`src/inc/srsr_pkg.sv`:
```
// Constants, types and encodings for the refresh and self-refresh block
package srsr_pkg;

	// Core clock
	localparam int CLK_PERIOD_NS = 10;

	// Timing figures in ns, plain defaults
	localparam int SR_MIN_TIME_NS = 15;
	localparam int SR_EXIT_TIME_NS = 140;
	localparam int PB_CYCLE_TIME_NS = 60;
	localparam int AB_CYCLE_TIME_NS = 130;
	localparam int SR_SWEEP_INTERVAL_NS = 7800;

	// Least times round up, the sweep interval is a longest time and rounds down
	localparam int SR_MIN_CYC = (SR_MIN_TIME_NS + CLK_PERIOD_NS - 1) / CLK_PERIOD_NS;
	localparam int SR_EXIT_CYC = (SR_EXIT_TIME_NS + CLK_PERIOD_NS - 1) / CLK_PERIOD_NS;
	localparam int PB_CYC = (PB_CYCLE_TIME_NS + CLK_PERIOD_NS - 1) / CLK_PERIOD_NS;
	localparam int AB_CYC = (AB_CYCLE_TIME_NS + CLK_PERIOD_NS - 1) / CLK_PERIOD_NS;
	localparam int SWEEP_CYC = SR_SWEEP_INTERVAL_NS / CLK_PERIOD_NS;
	localparam int CNT_W = 12;

	// Geometry
	localparam int NUM_BANKS = 8;
	localparam int NUM_SEGS = 8;
	localparam int CA_W = 10;

	// Mode register addresses and reset values
	localparam logic [7:0] MR_BANK_MASK_ADDR = 8'h10;
	localparam logic [7:0] MR_SEG_MASK_ADDR = 8'h11;
	localparam logic [7:0] BANK_MASK_RST = 8'h00;
	localparam logic [7:0] SEG_MASK_RST = 8'h00;

	// Command/address bit positions
	localparam int CA_B0 = 0;
	localparam int CA_B1 = 1;
	localparam int CA_B2 = 2;
	localparam int CA_B3 = 3;
	localparam int CA_MA_LO = 4;

	// Sampled command pins
	typedef struct packed {
		logic ck;
		logic cke;
		logic cs_n;
		logic [CA_W-1:0] ca;
	} srsr_pins_t;

	localparam int PINS_W = $bits(srsr_pins_t);

	// Internal refresh event
	typedef struct packed {
		logic strobe;
		logic [2:0] bank;
		logic [2:0] seg;
	} srsr_ref_t;

	typedef enum logic [2:0] {
		ST_ACTIVE = 3'b001,
		ST_SREF = 3'b010,
		ST_EXIT = 3'b100
	} srsr_state_t;

endpackage

```
`src/logic/srsr_core.sv`:
```
// Refresh scheduling, self refresh and partial-array masking of the memory device
`timescale 1ns/1ps
module srsr_core
	import srsr_pkg::*;
#(
	parameter bit SEG_MASK_SUPPORTED = 1'b1
)
(
	// Core clock and reset
	input wire logic clock,
	input wire logic resetn,
	// Memory command pins
	input wire logic mem_ck,
	input wire logic clock_enable_pin,
	input wire logic chip_select_n,
	input wire logic [CA_W-1:0] cmd_addr,
	// Status
	output logic in_self_refresh,
	output logic int_clk_en,
	output logic sr_exit_busy,
	output logic [NUM_BANKS-1:0] bank_busy,
	output logic [2:0] pb_target,
	// Internal refresh events
	output srsr_ref_t array_refresh,
	// Mask registers as seen by the array
	output logic [7:0] bank_refresh_mask,
	output logic [7:0] segment_refresh_mask
);
	logic rst_meta_q;
	logic rst_n;
	srsr_pins_t pins_raw;
	srsr_pins_t pins;
	logic ck_rise;
	logic ck_fall;

	srsr_state_t state_q;
	srsr_state_t state_d;
	logic cke_prev_q;
	logic [CNT_W-1:0] exit_cnt_q;
	logic [CNT_W-1:0] sweep_tmr_q;
	logic [CNT_W-1:0] busy_cnt_q;
	logic sweep_on_q;
	logic [5:0] sweep_idx_q;
	logic mrw_pend_q;
	logic [5:0] mrw_ma_hi_q;

	always_ff @(posedge clock or negedge resetn) begin
		if (!resetn) begin
			rst_meta_q <= 1'b0;
			rst_n <= 1'b0;
		end else begin
			rst_meta_q <= 1'b1;
			rst_n <= rst_meta_q;
		end
	end

	assign pins_raw = '{ck: mem_ck, cke: clock_enable_pin, cs_n: chip_select_n,
		ca: cmd_addr};

	srsr_pin_sync u_sync (
		.clock(clock),
		.rst_n(rst_n),
		.pins_in(pins_raw),
		.pins_out(pins),
		.ck_rise(ck_rise),
		.ck_fall(ck_fall)
	);

	// Location refreshes only when both mask bits are clear
	function automatic logic loc_enabled(input logic [2:0] bank, input logic [2:0] seg,
		input logic [7:0] bmask, input logic [7:0] smask, input logic seg_ok);
		loc_enabled = !bmask[bank] && !(seg_ok && smask[seg]);
	endfunction

	// Command decode at a rising link clock edge
	wire sel = !pins.cs_n;
	wire ref_pattern = sel && !pins.ca[CA_B0] && !pins.ca[CA_B1] && pins.ca[CA_B2];
	wire sr_entry = ck_rise && cke_prev_q && !pins.cke && ref_pattern && (state_q == ST_ACTIVE);
	wire cmd_ok = ck_rise && cke_prev_q && pins.cke;
	wire ref_ab = cmd_ok && ref_pattern && pins.ca[CA_B3];
	wire ref_pb = cmd_ok && ref_pattern && !pins.ca[CA_B3];
	wire mrw_cmd = cmd_ok && sel && (pins.ca[CA_B3:CA_B0] == 4'h0);
	wire [7:0] mrw_addr = {mrw_ma_hi_q, pins.ca[1:0]};
	wire [7:0] mrw_data = pins.ca[9:2];
	wire mrw_fire = ck_fall && mrw_pend_q;
	wire in_active = (state_q == ST_ACTIVE);
	// only clock enable is observed in self refresh
	wire sr_exit = ck_rise && pins.cke && (state_q == ST_SREF);
	wire exit_done = (state_q == ST_EXIT) && (exit_cnt_q == '0);
	wire sweep_due = (state_q == ST_SREF) && (sweep_tmr_q == '0);
	wire sweep_last = (sweep_idx_q == 6'h3f);
	wire sweep_hit = loc_enabled(sweep_idx_q[5:3], sweep_idx_q[2:0], bank_refresh_mask,
		segment_refresh_mask, SEG_MASK_SUPPORTED);

	always_comb begin
		state_d = state_q;
		unique case (state_q)
			ST_ACTIVE: begin
				if (sr_entry) begin
					state_d = ST_SREF;
				end
			end
			ST_SREF: begin
				if (sr_exit) begin
					state_d = ST_EXIT;
				end
			end
			ST_EXIT: begin
				if (exit_done) begin
					state_d = ST_ACTIVE;
				end
			end
		endcase
	end

	always_ff @(posedge clock or negedge rst_n) begin
		if (!rst_n) begin
			state_q <= ST_ACTIVE;
			cke_prev_q <= 1'b0;
		end else begin
			state_q <= state_d;
			if (ck_rise) begin
				cke_prev_q <= pins.cke;
			end
		end
	end

	// exit time starts at the edge that registers the exit
	always_ff @(posedge clock or negedge rst_n) begin
		if (!rst_n) begin
			exit_cnt_q <= '0;
		end else if (sr_exit) begin
			exit_cnt_q <= CNT_W'(SR_EXIT_CYC - 1);
		end else if (exit_cnt_q != '0) begin
			exit_cnt_q <= exit_cnt_q - 1'b1;
		end
	end

	// a full sweep starts at entry and runs 64 cycles, longer than the minimum residency
	always_ff @(posedge clock or negedge rst_n) begin
		if (!rst_n) begin
			sweep_tmr_q <= '0;
		end else if (sr_entry || sweep_due) begin
			sweep_tmr_q <= CNT_W'(SWEEP_CYC - 1);
		end else if (state_q == ST_SREF) begin
			sweep_tmr_q <= sweep_tmr_q - 1'b1;
		end
	end

	// internal timer drives sweeps over every bank and segment
	always_ff @(posedge clock or negedge rst_n) begin
		if (!rst_n) begin
			sweep_on_q <= 1'b0;
			sweep_idx_q <= '0;
		end else if (sr_entry || (sweep_due && !sweep_on_q)) begin
			sweep_on_q <= 1'b1;
			sweep_idx_q <= '0;
		end else if (sweep_on_q) begin
			sweep_idx_q <= sweep_idx_q + 1'b1;
			sweep_on_q <= !sweep_last;
		end
	end

	always_ff @(posedge clock or negedge rst_n) begin
		if (!rst_n) begin
			array_refresh <= '0;
		end else begin
			array_refresh.strobe <= sweep_on_q && sweep_hit;
			array_refresh.bank <= sweep_idx_q[5:3];
			array_refresh.seg <= sweep_idx_q[2:0];
		end
	end

	always_ff @(posedge clock or negedge rst_n) begin
		if (!rst_n) begin
			pb_target <= '0;
		end else if (sr_exit || (ref_ab && in_active)) begin
			pb_target <= '0;
		end else if (ref_pb && in_active) begin
			pb_target <= pb_target + 1'b1;
		end
	end

	// only the refreshed bank shows busy after a per-bank refresh, every bank after an all-bank refresh
	always_ff @(posedge clock or negedge rst_n) begin
		if (!rst_n) begin
			bank_busy <= '0;
			busy_cnt_q <= '0;
		end else if (ref_ab && in_active) begin
			bank_busy <= '1;
			busy_cnt_q <= CNT_W'(AB_CYC - 1);
		end else if (ref_pb && in_active) begin
			bank_busy <= NUM_BANKS'(1) << pb_target;
			busy_cnt_q <= CNT_W'(PB_CYC - 1);
		end else if (busy_cnt_q != '0) begin
			busy_cnt_q <= busy_cnt_q - 1'b1;
		end else begin
			bank_busy <= '0;
		end
	end

	// mode register write, address split over both clock edges
	always_ff @(posedge clock or negedge rst_n) begin
		if (!rst_n) begin
			mrw_pend_q <= 1'b0;
			mrw_ma_hi_q <= '0;
			bank_refresh_mask <= BANK_MASK_RST;
			segment_refresh_mask <= SEG_MASK_RST;
		end else begin
			if (mrw_cmd && in_active) begin
				mrw_pend_q <= 1'b1;
				mrw_ma_hi_q <= pins.ca[CA_W-1:CA_MA_LO];
			end else if (mrw_fire) begin
				mrw_pend_q <= 1'b0;
			end
			if (mrw_fire && mrw_addr == MR_BANK_MASK_ADDR) begin
				bank_refresh_mask <= mrw_data;
			end
			// segment mask only exists on larger densities
			if (mrw_fire && mrw_addr == MR_SEG_MASK_ADDR && SEG_MASK_SUPPORTED) begin
				segment_refresh_mask <= mrw_data;
			end
		end
	end

	// internal clock gated off while in self refresh
	always_ff @(posedge clock or negedge rst_n) begin
		if (!rst_n) begin
			in_self_refresh <= 1'b0;
			int_clk_en <= 1'b0;
			sr_exit_busy <= 1'b0;
		end else begin
			in_self_refresh <= (state_d == ST_SREF);
			int_clk_en <= (state_d != ST_SREF);
			sr_exit_busy <= (state_d == ST_EXIT);
		end
	end
endmodule

```
`src/logic/srsr_pin_sync.sv`:
```
// Two-stage synchroniser for the command pins with clock edge detection
`timescale 1ns/1ps
module srsr_pin_sync
	import srsr_pkg::*;
(
	// Clock and reset
	input wire logic clock,
	input wire logic rst_n,
	// Raw pins
	input wire srsr_pins_t pins_in,
	// Synchronised pins and link clock edges
	output srsr_pins_t pins_out,
	output logic ck_rise,
	output logic ck_fall
);
	srsr_pins_t meta_q;
	srsr_pins_t sync_q;
	srsr_pins_t hold_q;
	logic rise_d;
	logic fall_d;

	// Edges come from the second and third stages only
	assign rise_d = sync_q.ck && !hold_q.ck;
	assign fall_d = !sync_q.ck && hold_q.ck;

	always_ff @(posedge clock or negedge rst_n) begin
		if (!rst_n) begin
			meta_q <= '0;
			sync_q <= '0;
			hold_q <= '0;
			ck_rise <= 1'b0;
			ck_fall <= 1'b0;
		end else begin
			meta_q <= pins_in;
			sync_q <= meta_q;
			hold_q <= sync_q;
			ck_rise <= rise_d;
			ck_fall <= fall_d;
		end
	end

	// Data lag the second stage by one stage, in step with the registered edge pulses, so pins hold the value at the edge
	assign pins_out = hold_q;
endmodule

```
`config.mk`:
```
export PLATFORM = sky130hd
export DESIGN_NAME = srsr_core
export DESIGN_NICKNAME = d
export VERILOG_FILES = /design/src/inc/srsr_pkg.sv /design/src/logic/srsr_core.sv /design/src/logic/srsr_pin_sync.sv
export SDC_FILE = /design/constraint.sdc
export NUM_CORES = 1
export LEC_CHECK = 0
export BUFFER_PORTS_ARGS = -buffer_cell sky130_fd_sc_hd__buf_2
export CORE_ASPECT_RATIO = 0.7
export CORE_MARGIN = 2
export CORE_UTILIZATION = 31
export DETAILED_ROUTE_END_ITERATION = 10
export MAX_ROUTING_LAYER = met4
export PLACE_DENSITY = 0.57
export SETUP_SLACK_MARGIN = 0.5
export SYNTH_ARGS = -nofsm -noshare
export SYNTH_HDL_FRONTEND = slang
export SYNTH_HIERARCHICAL = 1
export SYNTH_SLANG_ARGS = --single-unit
```
`constraint.sdc`:
```
create_clock -name clock -period 4.6 [get_ports clock]
set_clock_uncertainty 0.1 [all_clocks]
set_input_delay 0.46 -clock clock [delete_from_list [all_inputs] [get_ports clock]]
set_output_delay 0.46 -clock clock [all_outputs]
set_load 0.01 [all_outputs]
```
==> results.sh <==
export IMPL_fmax_mhz=434.1
export IMPL_overflow=0
export IMPL_nNetsFinal=518
export IMPL_design_area_um2=6501
export IMPL_end_kind="register"
export IMPL_p_per_area_nw_per_um2=393.4
export IMPL_synth_edff_count=0
export IMPL_required_ps=4800
export IMPL_grtUsageTotal_pct=12.74
export IMPL_grt_pass1_vias=3487
export IMPL_dpl_cell_count=701
export IMPL_numPortBuffers=51
export IMPL_grt_pass1_wl_um=17890
export IMPL_die_area_um2=18480
export IMPL_mostFrequentLayoutCells="dfrtp_1, buf_2, nor2_1, nand2_1, mux2_2"
export IMPL_initial_core_util_pct=31.51
export IMPL_cts_setup_buffers=0
export IMPL_maxCapViolCount=0
export IMPL_setup_viol=0
export IMPL_crit_fanout=12
export IMPL_fp_dieW_um=161.6
export IMPL_ys_types=55
export IMPL_min_path_type="input port to register"
export IMPL_arrival_ps=2500
export IMPL_worstHoldPathCells=1
export IMPL_final_common_cell="dfrtp_1"
export IMPL_seqCellArea_um2=3358
export IMPL_worstSkewPairLatency_ps=410
export IMPL_drc=0
export IMPL_cts_resized_gates=0
export IMPL_holdWs_ps=46.50
export IMPL_cts_buffers=17
export IMPL_slew_headroom_pct=34.55
export IMPL_hold_buffers=1
export IMPL_start_kind="register"
export IMPL_instances_no_fill=734
export IMPL_fp_row_count=40
export IMPL_routed_via_density=4.715
export IMPL_io_pins=52
export IMPL_nFillCells=1685
export IMPL_rsz0062_at_grt="false"
export IMPL_drt_total_wl_um=10510
export IMPL_avgSynthCellArea_um2=12.63
export IMPL_drv_slew=0
export IMPL_timing_final_ws_setup_ps=2296
export IMPL_hpwl_um=7337
export IMPL_hold_viol=0
export IMPL_period_share_pct=50.08
export IMPL_setup_tns_ps=0
export IMPL_peakVddDrop_uv=206.6
export IMPL_synth_seq_cells=134
export IMPL_syn2layout_area_growth_pct=20.56
export IMPL_synth_fp_nets=455
export IMPL_place_congestion=0.8290
export IMPL_place_area_um2=5912
export IMPL_cts_root_buf="clkbuf_16"
export IMPL_n_antenna_cell=0
export IMPL_vias=3461
export IMPL_dr_first_iter_drc_count=160
export IMPL_drtAntennaViolNets=0
export IMPL_worstMarginPinSlew_ps=981.7
export IMPL_multi_input_area_um2=1923
export IMPL_place_ws_ps=2303
export IMPL_leakage_nw=3.140
export IMPL_yosysWarningCount=6
export IMPL_cts_tree="built"
export IMPL_async_flop_share_pct=100.0
export IMPL_antenna_found_initial=0
export IMPL_seq_area_frac_synth_pct=62.20
export IMPL_drive_above_1_share_pct=25.65
export IMPL_drt_pass1_iterations=4
export IMPL_grt_start_max_net_pins=80
export IMPL_htreeDepth=4
export IMPL_synth_area_um2=5393
export IMPL_core_area_um2=17120
export IMPL_cts_sinks=134
export IMPL_netlist_instances=427
export IMPL_p_total_mw=2.558
export IMPL_path_class="register to register"
export IMPL_r2r_cells=6
export IMPL_path_clk_slew_ps=70
export IMPL_post_drt_wl_per_cell_um=14.31
export IMPL_utilization_pct=37.98
export IMPL_status="complete, no violations"
export IMPL_fin_crit_ps=2304
export IMPL_clk_path_buf_depth=2
export IMPL_r2r_setup_slack_ps=2300
export IMPL_synth_main_ff_cell="dfrtp_1"
export IMPL_die_h_um=114.4
cell usage after synthesis, drive strengths merged, types with 5 or more instances:
| master | instances | area share (%) |
|---|---|---|
| ha | 13 | 3.0 |
| dfrtp | 133 | 62 |
| nand2 | 24 | 1.7 |
| or3 | 10 | 1.2 |
| a211oi | 5 | 0.70 |
| xnor2 | 11 | 1.8 |
| or4 | 5 | 0.84 |
| a21oi | 19 | 1.8 |
| inv | 17 | 1.2 |
| nand4 | 6 | 0.70 |
| nor4 | 7 | 1.0 |
| nor3 | 10 | 1.0 |
| o2bb2ai | 6 | 0.97 |
| clkbuf | 8 | 0.56 |
| nand3 | 11 | 1.0 |
| nor2 | 35 | 2.4 |
| xor2 | 10 | 1.6 |
| or4b | 5 | 0.93 |
| o21ai | 14 | 1.3 |
| mux2 | 23 | 4.8 |
| nor4b | 6 | 1.2 |
registers in the layout (all words and copies together) (netlist names), 3 cells and up:
signal / flops
u_sync/meta_q: 13
mrw_ma_hi_q: 6
sweep_idx_q: 6
bank_busy: 8
u_sync/pins_out: 13
pb_target: 3
state_q: 3
busy_cnt_q: 12
u_sync/sync_q: 13
segment_refresh_mask: 8
array_refresh: 7
exit_cnt_q: 12
sweep_tmr_q: 12
bank_refresh_mask: 8
metal layers:
layer,global-route usage (%),vias up,wire [um]
met5,-,-,0
met4,5.664,0,142
met3,2.499,10,414
met2,17.24,75,4486
met1,18.45,1713,5464
li1,-,1663,-
cells by family (layout without fill, tap and decap cells):
logic type	count (synthesis)	count (layout)	share of synthesized area (%)
compound gates	60	60	7.216
xor+xnor	21	21	3.411
fa+ha+maj	13	13	3.016
buf+inv	28	104	2.135
flops	134	134	62.20
mux	30	30	7.030
other cells	1	1	0.06954
simple gates	140	140	14.92
where the power goes:
part,total (mW),internal (mW),switching (mW)
logic,0.0226,0.00917,0.0135
clock network,1.31,0.725,0.587
registers,1.22,1.20,0.0245
total,2.56,1.93,0.625
worst paths after layout:
kind | from | endpoint
max | exit_cnt_q[0] | state_q[2]
min | cmd_addr[8] | u_sync/meta_q[8]
max reg2reg | exit_cnt_q[0] | state_q[2]
min reg2reg | u_sync/sync_q[6] | u_sync/pins_out[6]
max in group asynchronous | rst_n | busy_cnt_q[1]
min in group asynchronous | resetn | rst_n
layout make-up:
cell class,instances,area share (%)
clock buffers,17,6.543
clock inverters,15,2.367
inverters,17,0.9815
multi-input cells,265,29.58
flip-flops and latches,134,51.66
well taps,231,4.446
repair buffers,55,4.426
worst max-delay path: stages, from the launching register on:
cell      delay (ps)
dfrtp_1          420
inv_1            100
ha_1             130
nor4b_2          410
nand3b_1         410
or3_1            440
a21o_1           180
No activity file was read; power rests on OpenSTA's default activity.
